**src/design/trig_ref_pkg.sv**
```systemverilog
// Purpose: Shared constants and types for the trigger port and reference select block.
// Assumes: 25 MHz system clock, synchronous active-high reset.
// Notes: Register offsets are byte addresses on the plain register port.
//
// What this block does
// - Positive polarity reads high as 1, low as 0; negative inverts it.
// - Rising slope triggers only on low-to-high; falling slope only on high-to-low.
// - Port is input with external source, drives internal trigger with internal source.
// - Rising mode drives high for 1, falling mode drives low for 1, closed drives nothing.
// - In burst function the output value is 1 exactly while a burst runs.
// - Sweep with internal source: 1 at sweep start for half the sweep time.
// - Sequence with internal source: 1 at sequence start for one step dwell.
// - Sync pulse output stays disabled after power-on until software enables it.
// - A lockable external reference is selected automatically and flagged active.
// - Out-of-range reference: internal clock, invalid flag, keep retrying detection.
// - Removal of the reference is signalled, indication cleared, internal clock used.
// - Reference output always carries the internal 10 MHz reference.
package trig_ref_pkg;

  localparam int unsigned CLK_HZ = 25_000_000;
  localparam int unsigned TICK_NS = 1000;
  localparam int unsigned TICK_CYCLES = (CLK_HZ / 1_000_000) * TICK_NS / 1000;
  localparam int unsigned REF_HZ = 10_000_000;
  localparam int unsigned REF_WINDOW_NS = 100_000;
  localparam int unsigned REF_WINDOW_CYCLES = (CLK_HZ / 1_000_000) * REF_WINDOW_NS / 1000;
  localparam int unsigned REF_EDGES_NOMINAL = (REF_HZ / 1_000_000) * REF_WINDOW_NS / 1000;
  localparam int unsigned LOCK_TOL_EDGES = 10;
  localparam int unsigned PRESENT_MIN_EDGES = 16;

  localparam int unsigned ADDR_W = 4;
  localparam int unsigned DATA_W = 32;
  localparam logic [3:0] OFF_CTRL = 4'h0;
  localparam logic [3:0] OFF_SWEEP_TIME = 4'h4;
  localparam logic [3:0] OFF_DWELL_TIME = 4'h8;
  localparam logic [3:0] OFF_STATUS = 4'hC;

  localparam int unsigned CTRL_SRC_INT_BIT = 0;
  localparam int unsigned CTRL_POL_NEG_BIT = 1;
  localparam int unsigned CTRL_SLOPE_FALL_BIT = 2;
  localparam int unsigned CTRL_TOM_LSB = 3;
  localparam int unsigned CTRL_FUNC_LSB = 5;
  localparam int unsigned CTRL_SYNC_EN_BIT = 7;
  localparam int unsigned CTRL_USED_W = 8;

  localparam int unsigned ST_EXT_ACTIVE_BIT = 0;
  localparam int unsigned ST_INVALID_BIT = 1;
  localparam int unsigned ST_REMOVED_BIT = 2;
  localparam int unsigned ST_TRIG_OUT_BIT = 3;
  localparam int unsigned ST_TRIG_LEVEL_BIT = 4;
  localparam int unsigned ST_TRIG_EDGE_BIT = 5;

  localparam logic [31:0] CTRL_RESET = 32'h0000_0000;
  localparam logic [31:0] SWEEP_TIME_RESET = 32'h004C_4B40;
  localparam logic [31:0] DWELL_TIME_RESET = 32'h000F_4240;

  typedef enum logic [1:0] {
    TOM_CLOSED = 2'h0,
    TOM_RISING = 2'h1,
    TOM_FALLING = 2'h2
  } trigger_output_mode_t;

  typedef enum logic [1:0] {
    FN_BURST = 2'h0,
    FN_SWEEP = 2'h1,
    FN_SEQUENCE = 2'h2
  } gen_function_t;

  typedef enum logic [2:0] {
    REF_NONE = 3'b001,
    REF_EXT = 3'b010,
    REF_BAD = 3'b100
  } ref_state_t;

endpackage

```
**src/design/ref_status_if.sv**
```systemverilog
// Purpose: Carries reference measurement results from the monitor to the core.
// Assumes: Both ends run on the system clock.
// Notes: window_done is a one-cycle pulse; present and in_range are levels.
`timescale 1ns/1ps
`default_nettype none
interface ref_status_if;
  logic present;
  logic in_range;
  logic window_done;
  modport mon (output present, output in_range, output window_done);
  modport core (input present, input in_range, input window_done);
endinterface
`default_nettype wire

```
**src/design/ref_freq_monitor.sv**
```systemverilog
// Purpose: Counts reference clock edges over a fixed window, judging presence and range.
// Assumes: Reference input sampled by the 25 MHz clock; 10 MHz is below half that rate.
// Notes: Measurement repeats every window so a bad reference is retried forever.
`timescale 1ns/1ps
`default_nettype none
module ref_freq_monitor #(
  parameter int unsigned WINDOW_CYCLES = trig_ref_pkg::REF_WINDOW_CYCLES,
  parameter int unsigned LOCK_MIN = trig_ref_pkg::REF_EDGES_NOMINAL - trig_ref_pkg::LOCK_TOL_EDGES,
  parameter int unsigned LOCK_MAX = trig_ref_pkg::REF_EDGES_NOMINAL + trig_ref_pkg::LOCK_TOL_EDGES,
  parameter int unsigned PRESENT_MIN = trig_ref_pkg::PRESENT_MIN_EDGES
) (
  input wire logic clock_i,
  input wire logic sys_rst_i,
  input wire logic ref_level_i,
  ref_status_if.mon st
);
  import trig_ref_pkg::*;

  logic ref_meta_q, ref_sync_q, ref_prev_q;
  logic [15:0] win_q;
  logic [15:0] edges_q;
  logic win_end;

  assign win_end = (win_q == 16'(WINDOW_CYCLES - 1));

  always_ff @(posedge clock_i) begin
    ref_meta_q <= ref_level_i;
    ref_sync_q <= ref_meta_q;
    ref_prev_q <= ref_sync_q;
  end

  always_ff @(posedge clock_i) begin
    if (sys_rst_i) begin
      win_q <= 16'h0000;
      edges_q <= 16'h0000;
    end else if (win_end) begin
      win_q <= 16'h0000;
      edges_q <= 16'h0000;
    end else begin
      win_q <= win_q + 16'h0001;
      if (ref_sync_q && !ref_prev_q && edges_q != 16'hFFFF) begin
        edges_q <= edges_q + 16'h0001;
      end
    end
  end

  // A fresh verdict after every window keeps lock detection retrying.
  always_ff @(posedge clock_i) begin
    if (sys_rst_i) begin
      st.present <= 1'b0;
      st.in_range <= 1'b0;
      st.window_done <= 1'b0;
    end else begin
      st.window_done <= win_end;
      if (win_end) begin
        st.present <= (edges_q >= 16'(PRESENT_MIN));
        st.in_range <= (edges_q >= 16'(LOCK_MIN)) && (edges_q <= 16'(LOCK_MAX));
      end
    end
  end
endmodule
`default_nettype wire

```
**src/design/trig_ref_top.sv**
```systemverilog
// Purpose: Trigger in/out port logic and external reference selection.
// Assumes: All inputs synchronous to clock_i except the trigger and reference pins.
// Notes: Trigger output timers count in 1 us ticks from a clock divider.
//
// Implementation choices: the address map and the strobed register port.
`timescale 1ns/1ps
`default_nettype none
module trig_ref_top #(
  parameter int unsigned TIME_W = 32,
  parameter int unsigned REF_WINDOW = trig_ref_pkg::REF_WINDOW_CYCLES
) (
  input wire logic clock_i,
  input wire logic sys_rst_i,
  input wire logic [trig_ref_pkg::ADDR_W-1:0] reg_addr_i,
  input wire logic [trig_ref_pkg::DATA_W-1:0] reg_wdata_i,
  input wire logic reg_wr_i,
  input wire logic reg_rd_i,
  output logic [trig_ref_pkg::DATA_W-1:0] reg_rdata_o,
  input wire logic burst_active_i,
  input wire logic sweep_start_i,
  input wire logic seq_start_i,
  input wire logic trig_pin_i,
  output logic trig_pin_o,
  output logic trig_pin_oe_o,
  output logic trig_event_o,
  input wire logic reference_clock_input_i,
  output logic ref_sel_ext_o,
  output logic ext_ref_active_o,
  output logic ref_invalid_o,
  output logic ref_removed_o,
  output logic reference_clock_output_en_o,
  output logic sync_out_en_o
);
  import trig_ref_pkg::*;

  ////////////////////////////////////////////////////////////////////////////////
  // Decoding helpers.

  function automatic logic hit(input logic [ADDR_W-1:0] addr, input logic [3:0] off);
    hit = (addr == off);
  endfunction

  ////////////////////////////////////////////////////////////////////////////////
  // Register file.

  logic [CTRL_USED_W-1:0] ctrl_q;
  logic [TIME_W-1:0] sweep_time_q;
  logic [TIME_W-1:0] dwell_time_q;
  logic removed_q;
  logic edge_seen_q;
  logic [DATA_W-1:0] rdata_d;

  logic src_internal;
  logic pol_negative;
  logic slope_falling;
  trigger_output_mode_t out_mode;
  gen_function_t gen_fn;

  assign src_internal = ctrl_q[CTRL_SRC_INT_BIT];
  assign pol_negative = ctrl_q[CTRL_POL_NEG_BIT];
  assign slope_falling = ctrl_q[CTRL_SLOPE_FALL_BIT];
  assign out_mode = trigger_output_mode_t'(ctrl_q[CTRL_TOM_LSB +: 2]);
  assign gen_fn = gen_function_t'(ctrl_q[CTRL_FUNC_LSB +: 2]);

  // The sync enable bit resets to zero, so the pulse stays off after power-on.
  always_ff @(posedge clock_i) begin
    if (sys_rst_i) begin
      ctrl_q <= CTRL_RESET[CTRL_USED_W-1:0];
    end else if (reg_wr_i && hit(reg_addr_i, OFF_CTRL)) begin
      ctrl_q <= reg_wdata_i[CTRL_USED_W-1:0];
    end
  end

  always_ff @(posedge clock_i) begin
    if (sys_rst_i) begin
      sweep_time_q <= SWEEP_TIME_RESET[TIME_W-1:0];
    end else if (reg_wr_i && hit(reg_addr_i, OFF_SWEEP_TIME)) begin
      sweep_time_q <= reg_wdata_i[TIME_W-1:0];
    end
  end

  always_ff @(posedge clock_i) begin
    if (sys_rst_i) begin
      dwell_time_q <= DWELL_TIME_RESET[TIME_W-1:0];
    end else if (reg_wr_i && hit(reg_addr_i, OFF_DWELL_TIME)) begin
      dwell_time_q <= reg_wdata_i[TIME_W-1:0];
    end
  end

  always_ff @(posedge clock_i) begin
    if (sys_rst_i) begin
      sync_out_en_o <= 1'b0;
    end else begin
      sync_out_en_o <= ctrl_q[CTRL_SYNC_EN_BIT];
    end
  end

  ////////////////////////////////////////////////////////////////////////////////
  // Trigger input path.

  logic trig_meta_q;
  logic trig_sync_q;
  logic trig_prev_q;
  logic trig_level;
  logic trig_edge;
  logic ext_edge;

  // The meta flop feeds only the second flop; everything downstream uses trig_sync_q.
  always_ff @(posedge clock_i) begin
    trig_meta_q <= trig_pin_i;
    trig_sync_q <= trig_meta_q;
    trig_prev_q <= trig_sync_q;
  end

  // Polarity maps the pin level to a logic value.
  assign trig_level = trig_sync_q ^ pol_negative;

  // Slope picks which raw pin transition counts, independent of polarity.
  assign trig_edge = slope_falling ? (trig_prev_q && !trig_sync_q)
                                   : (!trig_prev_q && trig_sync_q);

  // Edges are only honoured while the port listens to an external source.
  assign ext_edge = trig_edge && !src_internal;

  always_ff @(posedge clock_i) begin
    if (sys_rst_i) begin
      trig_event_o <= 1'b0;
    end else begin
      trig_event_o <= ext_edge;
    end
  end

  ////////////////////////////////////////////////////////////////////////////////
  // Microsecond tick for the output timers.

  logic [7:0] tick_div_q;
  logic tick;

  assign tick = (tick_div_q == 8'(TICK_CYCLES - 1));

  always_ff @(posedge clock_i) begin
    if (sys_rst_i || tick) begin
      tick_div_q <= 8'h00;
    end else begin
      tick_div_q <= tick_div_q + 8'h01;
    end
  end

  ////////////////////////////////////////////////////////////////////////////////
  // Trigger output value.

  logic [TIME_W-1:0] pulse_left_q;
  logic trig_value;
  logic sweep_load;
  logic seq_load;

  // A start in another function, or with an external source, is ignored.
  assign sweep_load = src_internal && (gen_fn == FN_SWEEP) && sweep_start_i;
  assign seq_load = src_internal && (gen_fn == FN_SEQUENCE) && seq_start_i;

  // A start loads the pulse length; the timer only runs down on ticks, so the
  // length carries up to one tick of phase uncertainty against the start.
  always_ff @(posedge clock_i) begin
    if (sys_rst_i) begin
      pulse_left_q <= '0;
    end else if (sweep_load) begin
      pulse_left_q <= sweep_time_q >> 1;
    end else if (seq_load) begin
      pulse_left_q <= dwell_time_q;
    end else if (!src_internal || gen_fn == FN_BURST) begin
      pulse_left_q <= '0;
    end else if (tick && pulse_left_q != '0) begin
      pulse_left_q <= pulse_left_q - 1'b1;
    end
  end

  always_comb begin
    case (gen_fn)
      FN_BURST: trig_value = burst_active_i;
      FN_SWEEP: trig_value = (pulse_left_q != '0);
      FN_SEQUENCE: trig_value = (pulse_left_q != '0);
      default: trig_value = 1'b0;
    endcase
  end

  ////////////////////////////////////////////////////////////////////////////////
  // Trigger pin drive.

  always_ff @(posedge clock_i) begin
    if (sys_rst_i) begin
      trig_pin_oe_o <= 1'b0;
    end else begin
      trig_pin_oe_o <= src_internal
                       && (out_mode == TOM_RISING || out_mode == TOM_FALLING);
    end
  end

  always_ff @(posedge clock_i) begin
    if (sys_rst_i) begin
      trig_pin_o <= 1'b0;
    end else begin
      case (out_mode)
        TOM_RISING: trig_pin_o <= trig_value;
        TOM_FALLING: trig_pin_o <= !trig_value;
        default: trig_pin_o <= 1'b0;
      endcase
    end
  end

  ////////////////////////////////////////////////////////////////////////////////
  // Reference detection and selection.

  ref_status_if ref_st ();

  // The lock limits fit the default window; a shorter window needs new limits.
  ref_freq_monitor #(
    .WINDOW_CYCLES(REF_WINDOW),
    .LOCK_MIN(REF_EDGES_NOMINAL - LOCK_TOL_EDGES),
    .LOCK_MAX(REF_EDGES_NOMINAL + LOCK_TOL_EDGES),
    .PRESENT_MIN(PRESENT_MIN_EDGES)
  ) u_mon (
    .clock_i(clock_i),
    .sys_rst_i(sys_rst_i),
    .ref_level_i(reference_clock_input_i),
    .st(ref_st)
  );

  ref_state_t ref_state_q;
  ref_state_t ref_state_d;

  always_comb begin
    ref_state_d = ref_state_q;
    if (ref_st.window_done) begin
      if (!ref_st.present) begin
        ref_state_d = REF_NONE;
      end else if (ref_st.in_range) begin
        ref_state_d = REF_EXT;
      end else begin
        ref_state_d = REF_BAD;
      end
    end
  end

  always_ff @(posedge clock_i) begin
    if (sys_rst_i) begin
      ref_state_q <= REF_NONE;
    end else begin
      ref_state_q <= ref_state_d;
    end
  end

  // Selection follows the next state so the switch and the flags move together.
  always_ff @(posedge clock_i) begin
    if (sys_rst_i) begin
      ref_sel_ext_o <= 1'b0;
    end else begin
      ref_sel_ext_o <= (ref_state_d == REF_EXT);
    end
  end

  always_ff @(posedge clock_i) begin
    if (sys_rst_i) begin
      ext_ref_active_o <= 1'b0;
      ref_invalid_o <= 1'b0;
      ref_removed_o <= 1'b0;
    end else begin
      ext_ref_active_o <= (ref_state_d == REF_EXT);
      ref_invalid_o <= (ref_state_d == REF_BAD);
      ref_removed_o <= (ref_state_q != REF_NONE) && (ref_state_d == REF_NONE);
    end
  end

  // The internal 10 MHz oscillator buffer is enabled at all times out of reset.
  always_ff @(posedge clock_i) begin
    if (sys_rst_i) begin
      reference_clock_output_en_o <= 1'b1;
    end else begin
      reference_clock_output_en_o <= 1'b1;
    end
  end

  ////////////////////////////////////////////////////////////////////////////////
  // Sticky status bits: write one to clear, a new event in the same cycle wins.

  logic clr_status;
  logic clr_removed;
  logic clr_edge;
  logic removed_evt;

  assign clr_status = reg_wr_i && hit(reg_addr_i, OFF_STATUS);
  assign clr_removed = clr_status && reg_wdata_i[ST_REMOVED_BIT];
  assign clr_edge = clr_status && reg_wdata_i[ST_TRIG_EDGE_BIT];
  assign removed_evt = (ref_state_q != REF_NONE) && (ref_state_d == REF_NONE);

  always_ff @(posedge clock_i) begin
    if (sys_rst_i) begin
      removed_q <= 1'b0;
    end else if (removed_evt) begin
      removed_q <= 1'b1;
    end else if (clr_removed) begin
      removed_q <= 1'b0;
    end
  end

  always_ff @(posedge clock_i) begin
    if (sys_rst_i) begin
      edge_seen_q <= 1'b0;
    end else if (ext_edge) begin
      edge_seen_q <= 1'b1;
    end else if (clr_edge) begin
      edge_seen_q <= 1'b0;
    end
  end

  ////////////////////////////////////////////////////////////////////////////////
  // Read port: data stand one cycle after the strobe and read zero otherwise.

  always_comb begin
    rdata_d = '0;
    if (hit(reg_addr_i, OFF_CTRL)) begin
      rdata_d[CTRL_USED_W-1:0] = ctrl_q;
    end else if (hit(reg_addr_i, OFF_SWEEP_TIME)) begin
      rdata_d[TIME_W-1:0] = sweep_time_q;
    end else if (hit(reg_addr_i, OFF_DWELL_TIME)) begin
      rdata_d[TIME_W-1:0] = dwell_time_q;
    end else if (hit(reg_addr_i, OFF_STATUS)) begin
      rdata_d[ST_EXT_ACTIVE_BIT] = (ref_state_q == REF_EXT);
      rdata_d[ST_INVALID_BIT] = (ref_state_q == REF_BAD);
      rdata_d[ST_REMOVED_BIT] = removed_q;
      rdata_d[ST_TRIG_OUT_BIT] = trig_value;
      rdata_d[ST_TRIG_LEVEL_BIT] = trig_level;
      rdata_d[ST_TRIG_EDGE_BIT] = edge_seen_q;
    end
  end

  always_ff @(posedge clock_i) begin
    if (sys_rst_i) begin
      reg_rdata_o <= '0;
    end else if (reg_rd_i) begin
      reg_rdata_o <= rdata_d;
    end else begin
      reg_rdata_o <= '0;
    end
  end
endmodule
`default_nettype wire

```
**config.mk**
```make
export PLATFORM = sky130hd
export DESIGN_NAME = trig_ref_top
export DESIGN_NICKNAME = d
export VERILOG_FILES = /design/src/design/trig_ref_pkg.sv /design/src/design/ref_status_if.sv /design/src/design/ref_freq_monitor.sv /design/src/design/trig_ref_top.sv
export SDC_FILE = /design/constraint.sdc
export NUM_CORES = 1
export LEC_CHECK = 0
export BUFFER_PORTS_ARGS = -buffer_cell sky130_fd_sc_hd__buf_2
export CAP_MARGIN = 20
export CORE_MARGIN = 5
export CORE_UTILIZATION = 45
export CTS_CLUSTER_DIAMETER = 80
export DETAILED_ROUTE_END_ITERATION = 8
export HOLD_SLACK_MARGIN = 0.05
export PLACE_DENSITY = 0.73
export SYNTH_ARGS = -nofsm -noshare
export SYNTH_HDL_FRONTEND = slang
export SYNTH_HIERARCHICAL = 1
export SYNTH_SLANG_ARGS = --single-unit
```
**constraint.sdc**
```tcl
create_clock -name clock_i -period 3.74 [get_ports clock_i]
set_input_delay 0.187 -clock clock_i [delete_from_list [all_inputs] [get_ports clock_i]]
set_output_delay 0.187 -clock clock_i [all_outputs]
set_load 0.02 [all_outputs]
```
==> results of run 1 <==
==> routing by layer <==
layer  GRT usage  vias to the layer above
met5           0                        -
met4      0.0858                        0
met3      0.0413                       43
met2       0.346                      422
met1       0.304                     3987
li1            -                     4124
==> state kept, by name, summed over array words and instances (netlist names), 3 cells and up <==
signal and count:
u_mon/win_q 16, tick_div_q 8, u_mon/edges_q 16, ctrl_q 8
reg_rdata_o 32, dwell_time_q 32, sweep_time_q 32, pulse_left_q 32
ref_state_q 3
==> final timing paths <==
| kind | startpoint | to | cells after the start |
|---|---|---|---|
| worst min-delay path | reg_rd_i | reg_rdata_o[2] | 3 |
| worst max register to register | pulse_left_q[25] | pulse_left_q[29] | 6 |
| worst max-delay path | pulse_left_q[25] | pulse_left_q[29] | 6 |
| worst min register to register | trig_meta_q | trig_sync_q | 0 |
==> report_power, final <==
part           switching [mW]  internal, mW
logic                   0.127        0.0805
clock network           0.817          1.11
registers              0.0236          2.12
==> metrics by stage <==
step	instances	power (mW)	hold slack, ns	worst slack (ns)
after CTS	1469	4.30	0.0832	1.06
final	1469	4.28	0.102	0.969
after floorplan	1110	2.30	0.215	1.48
after detailed placement	1403	2.37	0.291	1.13
after global routing	1469	4.41	0.112	0.661
after global placement	1403	2.37	0.293	1.23
==> cell families (layout without fill, tap and decap cells) <==
| family | count (synthesis) | count (layout) | share of synthesized area |
|---|---|---|---|
| and+or+nand+nor | 498 | 498 | 0.269 |
| AOI/OAI and AO/OA | 265 | 265 | 0.184 |
| DFF | 197 | 197 | 0.437 |
| buffers and inverters | 95 | 189 | 0.0477 |
| xor gates and xnor gates | 31 | 31 | 0.0309 |
| adders and majority gates | 13 | 13 | 0.0180 |
| muxes | 10 | 10 | 0.0128 |
| other | 1 | 1 | 0.000416 |
==> cell usage in the layout, fill, tap and decap left out, types with 9 or more instances in the layout <==
cell type      instances
xor2_1                18
a211oi_1              13
nand3_1               68
buf_4                 17
buf_2                 84
nand4_1               25
nor3_1                16
dfxtp_1              197
nor4_1                17
nand2b_1               9
clkbuf_16             17
nand2_1              193
nor2_1                93
inv_1                 20
ha_1                  13
o21ai_0               38
a22oi_1               33
or4_1                 11
xnor2_1               12
a21oi_1              114
and3_1                14
dlygate4sd3_1         34
==> layout make-up <==
type | instances | area (µm²)
multi-input cells | 818 | 4650
repair buffers | 135 | 888
flip-flops and latches | 197 | 3940
clock buffers | 21 | 470
well taps | 265 | 332
clock inverters | 11 | 146
fillers | 1816 | 9080
inverters | 22 | 82.6
==> tightest hold or removal path: cells and delay by family <==
family                 cells  cell delay (ns)
AND/OR/NAND/NOR            2             0.20
buffers and inverters      1             0.11
==> summary.md, run 1 <==
| Metric | Value |
|---|---|
| M1 WL | 11,100 µm |
| Clk slew on worst S/H paths | 0.07 ns |
| Post-synth EDFFs | 0 |
| Number of global-route vias before repair | ~8,000 |
| Final Slew Violations | 0 |
| IO Port Bufs | 84 |
| Layout cell share with drive strength beyond 1 | 0.133 |
| CTS root buf | clkbuf_16 |
| CTS Buf Count | 17 |
| Area leader, netlist | dfxtp_1 |
| Number of synthesized register bits | 197 |
| DRT antenna net count | 0 |
| Async SR Flop Fraction | 0 |
| Number of DRC markers in iteration 0 | approximately 900 |
| Period utilisation layout | 0.741 |
| WL met2 | between 10,000 and 15,000 µm |
| Register area share after synthesis | 0.437 |
| Leakage | 3.99 nW |
| Max Cap Viol | 0 |
| Worst clock skew | 0.00785 ns |
| Hold crit path type | input port to flop |
| Largest net degree at the start of global routing | 57 |
| Core Footprint | around 20,000 µm² |
| Syn. warnings | 6 |
| Drt first pass iters | 5 |
| Critical Path End Type | flop |
| Routed wl met3 | around 2100 µm |
| Critical path cell sequence | nor4_1 > nand4_1 > o41ai_2 > nand2_1 > a21oi_1 > a211oi_1 |
| Kind of cell adding the most delay to the critical path | simple AND/OR/NAND/NOR gates |
| Drt drc | 0 |
| Final global-route overflow total | 0 |
| Max Root-Sink Buffers | 2 |
| Clk_lat worst skew | around 0.44 ns |
| Final non-filler cell area | 10,500 µm² |
| Setup Crit Path Kind | flop to flop |
| Initial antenna violation count | 0 |
| Total track usage | 0.221 |
| Die width | 152 µm |
| Avg Cell Area, Syn | 8.12 µm² |
| Top Ports | 86 |
| RSZ-0062 raised after global routing | false |
| Crit-path max FO | 21 |
| # clock sinks | 197 |
| Least-Margin Pin Slew | 1.01 ns |
| Final setup TNS | 0 ns |
| Power Dens Cells | 407 nW/µm² |
| Count of buffer and inverter cells on the critical path | 0 |
| Final core occ | 0.537 |
| Synth top area share | 0.437 |
| Initial core utilization | 0.460 |
| Cts hold-fix bufs | 34 |
| CP arrival | ~3.1 ns |
| Ant. Diodes | 0 |
| Gates resized, CTS repair | 0 |
| Die Ht | 152 µm |
| Placed cell area | 9550 µm² |
| Fmax | 0.361 GHz |
| Most frequent cell after synthesis | dfxtp_1 |
| Top layer in use | met4 |
| Status | completed |
| First-pass GRT wire length | 40,800 µm |
| Syn Nets | 1,168 |
| Die area | 23,000 µm² |
| Synth Instances | ~1,100 |
| Hpwl dp | 17,200 µm |
| Peak VDD IR | 0.288 mV |
| Synth area leaders | dfxtp_1 (44%), nand2_1 (8.0%), a21oi_1 (6.3%) |
| CP max stage cell | nand2_1 |
| Htree depth | 4 |
| Worst Setup Start Kind | flop |
| Post-CTS Setup Bufs | 0 |
| Fin nets | 1,249 |
| DR vias | 8,576 |
| Layout area overhead | 16.6% |
| Most frequent cells after synthesis | dfxtp_1 (197), nand2_1 (193), a21oi_1 (114) |
| CP max stage delay | roughly 0.55 ns |
| Top FF cell, synth | dfxtp_1 |
| CTS tree | done |
| Worst slew margin | 0.324 |
| Row Count | 51 |
| Crit path time final | between 2 and 3 ns |
| Routed vias/inst | a little under 6 |
| Final Hold Viols | 0 |
| Critical Path RT | between 4 and 5 ns |
| Wirelength per Cell | 17.2 µm |
| WL final | 25,200 µm |
| Setup violations, final | 0 |
| Distinct cells, synth | about 80 |
| GP Congestion | about 0.95 |
| Synthesized cell area | 9020 µm² |
| R2R setup slack | 0.97 ns |
No activity file was read; power rests on OpenSTA's default activity.
==> run 2, diff against run 1 <==
clock period = 2.7 ns   (was 3.74 ns; I/O delays follow)
==> run 2 against run 1 <==
  * Via count grew 0.10%
  * Sequential share of layout area shrank 0.43 points
  * Final cell count grew 1.2%
==> summary.md, run 2 (synthesis gave the netlist of run 1 again) <==
| Metric | Value |
|---|---|
| Status | completed |
| First-pass GRT wire length | 41,000 µm (+0.36%) |
| Worst slew margin | 0.594 (+0.270) |
| Part of the power in registers | 0.504 (+0.003) |
| Setup Crit Path Kind | flop to flop |
| Routed vias/inst | 5.78 (-1.0%) |
| Number of global-route vias before repair | 7,868 (-1.4%) |
| Layout area overhead | 17.9% |
| Total track usage | 0.223 (+0.00152) |
| R2R setup slack | 0.22 ns (-0.74 ns) |
| WL met2 | 11,700 µm (+2.8%) |
| Largest net degree at the start of global routing | 47 (-18%) |
| Switching share of power | 0.235 (+0.00888) |
| RSZ-0062 raised after global routing | true |
| Clk pwr share | 0.446 (-0.004) |
| Final global-route overflow total | 0 (unchanged) |
| Least-Margin Pin Slew | 0.610 ns (-0.402 ns) |
| Setup violations, final | 0 (unchanged) |
| Post-CTS Setup Bufs | 0 (unchanged) |
| Drt first pass iters | 5 (unchanged) |
| Hpwl dp | 17,500 µm (+1.7%) |
| Critical Path RT | 3.04 ns (-0.98 ns) |
| Period utilisation layout | 0.917 (+0.176) |
| # fillers | 1,808 (-0.44%) |
| Placed cell area | 9670 µm² (+1.3%) |
| CTS root buf | clkbuf_16 |
| Htree depth | 4 (unchanged) |
| Crit path time final | 2.48 ns (-0.296 ns) |
| Final Slew Violations | 0 (unchanged) |
| Die width | 152 µm (unchanged) |
| Drt drc | 0 (unchanged) |
| Power Dens Cells | 555 nW/µm² (+36%) |
| Critical Path End Type | flop |
| Internal power | 4.51 mW (+36%) |
| GP Congestion | 0.966 (+1.4%) |
| Commonest non-fill, non-tap cell in the layout | dfxtp_1 |
| Initial core utilization | 0.460 (unchanged) |
| Fmax | 0.404 GHz (+12%) |
| Die Ht | 152 µm (unchanged) |
| Crit-path max FO | 9 (-57%) |
| M1 WL | 11,300 µm (+1.9%) |
| Comb pwr share | 0.051 (+0.003) |
| WL final | 25,200 µm (-0.33%) |
| Routed wl met3 | 1910 µm (-10%) |
| Initial antenna violation count | 0 (unchanged) |
| Hold crit path type | input port to flop |
| Leakage | 4.08 nW (+2.1%) |
| Final Hold Viols | 0 (unchanged) |
| Fin nets | 1,266 (+1.4%) |
| Clk slew on worst S/H paths | 0.07 ns (about the same) |
| Max Root-Sink Buffers | 2 (unchanged) |
| Layout cell share with drive strength beyond 1 | 0.146 (+0.0129) |
| CTS tree | done |
| Max Cap Viol | 0 (unchanged) |
| Switch Pwr | 1.39 mW (+43%) |
| DR vias | 8,585 (+0.10%) |
| Commonest non-fill, non-tap cells in the layout | dfxtp_1 (197), nand2_1 (193), a21oi_1 (114) |
| Worst Setup Start Kind | flop |
| Clk_lat worst skew | 0.44 ns (about the same) |
| CTS Buf Count | 17 (unchanged) |
| IO Port Bufs | 84 (unchanged) |
| CP arrival | 2.82 ns (-0.23 ns) |
| Peak VDD IR | 0.408 mV (+41%) |
| Total power | 5.90 mW (+38%) |
| Final non-filler cell area | 10,600 µm² (+1.2%) |
| Wirelength per Cell | 16.9 µm (-1.5%) |
| Final setup TNS | 0 ns (unchanged) |
| # clock sinks | 197 (unchanged) |
| Worst clock skew | 0.00823 ns (+0.000377 ns) |
| DRT antenna net count | 0 (unchanged) |
| Row Count | 51 (unchanged) |
| Die area | 23,000 µm² (unchanged) |
| Core Footprint | 19,600 µm² (unchanged) |
| Top layer in use | met4 |
| Top Ports | 86 (unchanged) |
| Ant. Diodes | 0 (unchanged) |
| Number of DRC markers in iteration 0 | 689 (-22%) |
==> run 2: final cells by class <==
| cell class | instances | area (µm²) | share of cell area |
|---|---|---|---|
| timing repair buffer | 152 | 1020 | 0.0958 |
| clock buffer | 20 | 467 | 0.0439 |
| multi-input combinational | 818 | 4650 | 0.437 |
| sequential | 197 | 3940 | 0.371 |
| clock inverter | 12 | 140 | 0.0132 |
| tap | 265 | 332 | 0.0312 |
| inverter | 22 | 82.6 | 0.00777 |
==> run 2: final timing paths <==
kind | from | endpoint | cells after the start
setup / recovery | pulse_left_q[14] | pulse_left_q[2] | 6
hold / removal | reg_addr_i[0] | reg_rdata_o[4] | 3
setup reg to reg | pulse_left_q[14] | pulse_left_q[2] | 6
hold reg to reg | trig_meta_q | trig_sync_q | 0
==> run 2: timing repair <==
item                                    CTS  global route
endpoints found under the setup margin    0            10
hold buffers                             35             0
endpoints found under the hold margin    75             0
gates resized for setup                   0             1
==> run 2: through the flow <==
| stage | hold WS, ns | worst slack [ns] | util | instances |
|---|---|---|---|---|
| final | 0.0707 | 0.225 | 0.543 | 1486 |
| after global routing | 0.0655 | -0.00159 | 0.543 | 1486 |
| after CTS | 0.0563 | 0.153 | 0.543 | 1486 |
| after detailed placement | 0.239 | 0.195 | 0.494 | 1419 |
| after global placement | 0.240 | 0.239 | 0.494 | 1419 |
| after floorplan | 0.163 | 0.443 | - | 1110 |
==> run 2: critical path: stages (launching register included) <==
cell	delay [ns]
dfxtp_1	0.37
nor4_2	0.49
nand4_2	0.27
o41a_2	0.71
nor2_8	0.19
a221oi_1	0.07
o32ai_1	0.27
==> run 2: routing by layer <==
metal  global-route usage  vias to the layer above
met1                0.309                     4084
li1                     -                     4158
met3               0.0479                       19
met5                    0                        -
met2                0.360                      324
met4               0.0458                        0
==> run 2: power by group through the flow <==
stage          Combinational [mW]  Sequential (mW)  Clock [mW]
2_1_floorplan               0.148             3.03           0
3_3_place_gp                0.252             3.04           0
3_5_place_dp                0.253             3.04           0
4_1_cts                     0.295             2.97        2.67
5_1_grt                     0.327             2.97        2.81
6_report                    0.299             2.97        2.63
==> run 3, diff against run 2 <==
clock period = 2.5 ns   (was 2.7 ns; I/O delays follow)
==> run 3 against run 2 <==
  * Sequential power grew 8.1%
  * Sequential share of layout area down 0.45 points
  * Critical path depth did not move
  * Critical path type unchanged
  * Critical endpoint is now pulse_left_q[11]
  * Largest power group unchanged
==> summary.md, run 3 (synthesis gave the netlist of run 1 again) <==
| Metric | Value |
|---|---|
| WL final | 25,400 µm (+0.87%) |
| Die area | 23,000 µm² (unchanged) |
| CTS root buf | clkbuf_16 |
| Drt drc | 0 (unchanged) |
| Status | completed |
| Setup violations, final | 0 (unchanged) |
| DR vias | 8,656 (+0.83%) |
| Ant. Diodes | 0 (unchanged) |
| Hold Path End | reg_rdata_o[2] |
| Hold Startpoint | reg_rd_i |
| IO Port Bufs | 84 (unchanged) |
| Die width | 152 µm (unchanged) |
| Total power | 6.37 mW (+7.9%) |
| Core Footprint | 19,600 µm² (unchanged) |
| Least-Margin Pin Slew | 0.650 ns (+0.0403 ns) |
| Fmax | 0.424 GHz (+4.9%) |
| Placed cell area | 9800 µm² (+1.3%) |
| R2r startpoint | pulse_left_q[2] |
| Hpwl dp | 17,700 µm (+1.1%) |
| Leakage | 4.12 nW (+1.1%) |
| Row Count | 51 (unchanged) |
| Commonest non-fill, non-tap cell in the layout | dfxtp_1 |
| Kind of cell adding the most delay to the critical path | simple AND/OR/NAND/NOR gates |
| Htree depth | 4 (unchanged) |
| M2 GR Usage | 0.352 (-0.00800) |
| Critical Path RT | 2.83 ns (-0.21 ns) |
| Initial antenna violation count | 0 (unchanged) |
| CTS Buf Count | 17 (unchanged) |
| Met3 Use GR | 0.0410 (-0.00684) |
| Layout area overhead | 19.4% |
| Met1 usage | 0.303 (-0.00612) |
| Worst Setup Start Kind | flop |
| Largest net degree at the start of global routing | 38 (-19%) |
| DRT antenna net count | 0 (unchanged) |
| Reg-to-Reg End | pulse_left_q[11] |
| Drt first pass iters | 5 (unchanged) |
| Period utilisation layout | 0.944 (+0.0274) |
| Worst clock skew | 0.00706 ns (-0.00117 ns) |
| Critical Path End Type | flop |
| Layout cell share with drive strength beyond 1 | 0.152 (+0.00576) |
| Initial core utilization | 0.460 (unchanged) |
| Final global-route overflow total | 0 (unchanged) |
| CP arrival | 2.69 ns (-0.13 ns) |
| Setup Crit Path Kind | flop to flop |
| Max Cap Viol | 0 (unchanged) |
| Setup WS post-layout | 0.139 ns (-0.0851 ns) |
| R2R setup slack | 0.14 ns (-0.09 ns) |
| Power Dens Cells | 592 nW/µm² (+6.6%) |
| Fin nets | 1,280 (+1.1%) |
| GP Congestion | 0.965 (-0.14%) |
| First-pass GRT wire length | 41,000 µm (about the same) |
| CP max stage delay | 0.58 ns (-0.13 ns) |
| Crit-path max FO | 7 (-2) |
| # clock sinks | 197 (unchanged) |
| Routed vias/inst | 5.77 (about the same) |
| Max Root-Sink Buffers | 2 (unchanged) |
| Clk_lat worst skew | 0.44 ns (about the same) |
| Reg2reg path depth | 6 (unchanged) |
| Die Ht | 152 µm (unchanged) |
| RSZ-0062 raised after global routing | false |
| Final Hold Viols | 0 (unchanged) |
| Number of DRC markers in iteration 0 | 754 (+9.4%) |
| Final Slew Violations | 0 (unchanged) |
| Critical path cell sequence | or4_1 > or2_1 > or4_4 > xnor2_2 > a221oi_1 > o21ai_1 |
| Commonest non-fill, non-tap cells in the layout | dfxtp_1 (197), nand2_1 (193), a21oi_1 (114) |
| Hold crit path type | input port to flop |
| Final non-filler cell area | 10,800 µm² (+1.2%) |
| CP max stage cell | or4_1 |
| Top Ports | 86 (unchanged) |
| Final setup TNS | 0 ns (unchanged) |
| Total track usage | 0.221 (-0.00149) |
| Worst slack, placed | 0.151 ns (-0.0442 ns) |
| Count of buffer and inverter cells on the critical path | 0 (unchanged) |
| Peak VDD IR | 0.522 mV (+28%) |
| Worst slew margin | 0.567 (-0.0269) |
| Clk slew on worst S/H paths | 0.07 ns (about the same) |
| GRT busiest layer | met2 |
| CTS tree | done |
| Number of global-route vias before repair | 8,181 (+4.0%) |
| Wirelength per Cell | 16.9 µm (about the same) |
| Crit path time final | 2.36 ns (-0.115 ns) |
| Hold path depth | 3 (unchanged) |
## run 3: cell types whose count changed in the layout (fill, tap and decap cells not counted), sizes merged
| cell | change |
|---|---|
| buf | +13 |
| bufinv | +1 |
| clkinv | -2 |
| clkinvlp | +3 |
| dlygate4sd3 | +1 |
| inv | -3 |
## run 3: per-layer routing
metal  vias to the layer above  wire length, µm  part of all wire
met2                       344            11600              0.46
li1                       4191                -                 -
met5                         -                0                 0
met4                         0              473             0.019
met3                        35             1930             0.076
met1                      4086            11400              0.45
## run 3: final cells by class
class                      count  area, µm²
multi-input combinational    818       4660
clock buffer                  20        447
fill                        1814       8830
clock inverter                11        150
sequential                   197       3940
inverter                      22       82.6
timing repair buffer         166       1150
tap                          265        332
## run 3: power breakdown
part	switching [mW]	internal (mW)	total, mW
clock network	1.23	1.60	2.83
logic	0.197	0.131	0.328
registers	0.0338	3.17	3.21
total	1.46	4.90	6.37
## run 3: what timing repair did
item                                    4_1_cts  5_1_grt
gates resized for setup                       0        1
hold endpoints to repair                     77        0
endpoints found under the setup margin        0        1
setup buffers                                 0        0
hold buffers                                 36        0
## run 3: worst max-delay path by stage
| stage | start | endpoint | cells after the start |
|---|---|---|---|
| after floorplan | pulse_left_q[2] | pulse_left_q[11] | 7 |
| after detailed placement | pulse_left_q[2] | pulse_left_q[11] | 6 |
| after CTS | pulse_left_q[14] | pulse_left_q[24] | 6 |
| final | pulse_left_q[2] | pulse_left_q[11] | 6 |
| after global placement | pulse_left_q[2] | pulse_left_q[11] | 6 |
| after global routing | pulse_left_q[8] | pulse_left_q[13] | 7 |
## run 3: metrics by stage
step	hold slack [ns]	utilization	cells
after floorplan	0.153	-	1110
after global placement	0.229	0.500	1432
after detailed placement	0.229	0.500	1432
after CTS	0.0568	0.549	1499
after global routing	0.0724	0.549	1499
final	0.0661	0.549	1499
## run 3: worst reg2reg max path, cell delays in order, from the launching register on
cell and delay (ns):
dfxtp_1 0.37, or4_1 0.59, or2_1 0.35, or4_4 0.46
xnor2_2 0.14, a221oi_1 0.25, o21ai_1 0.10
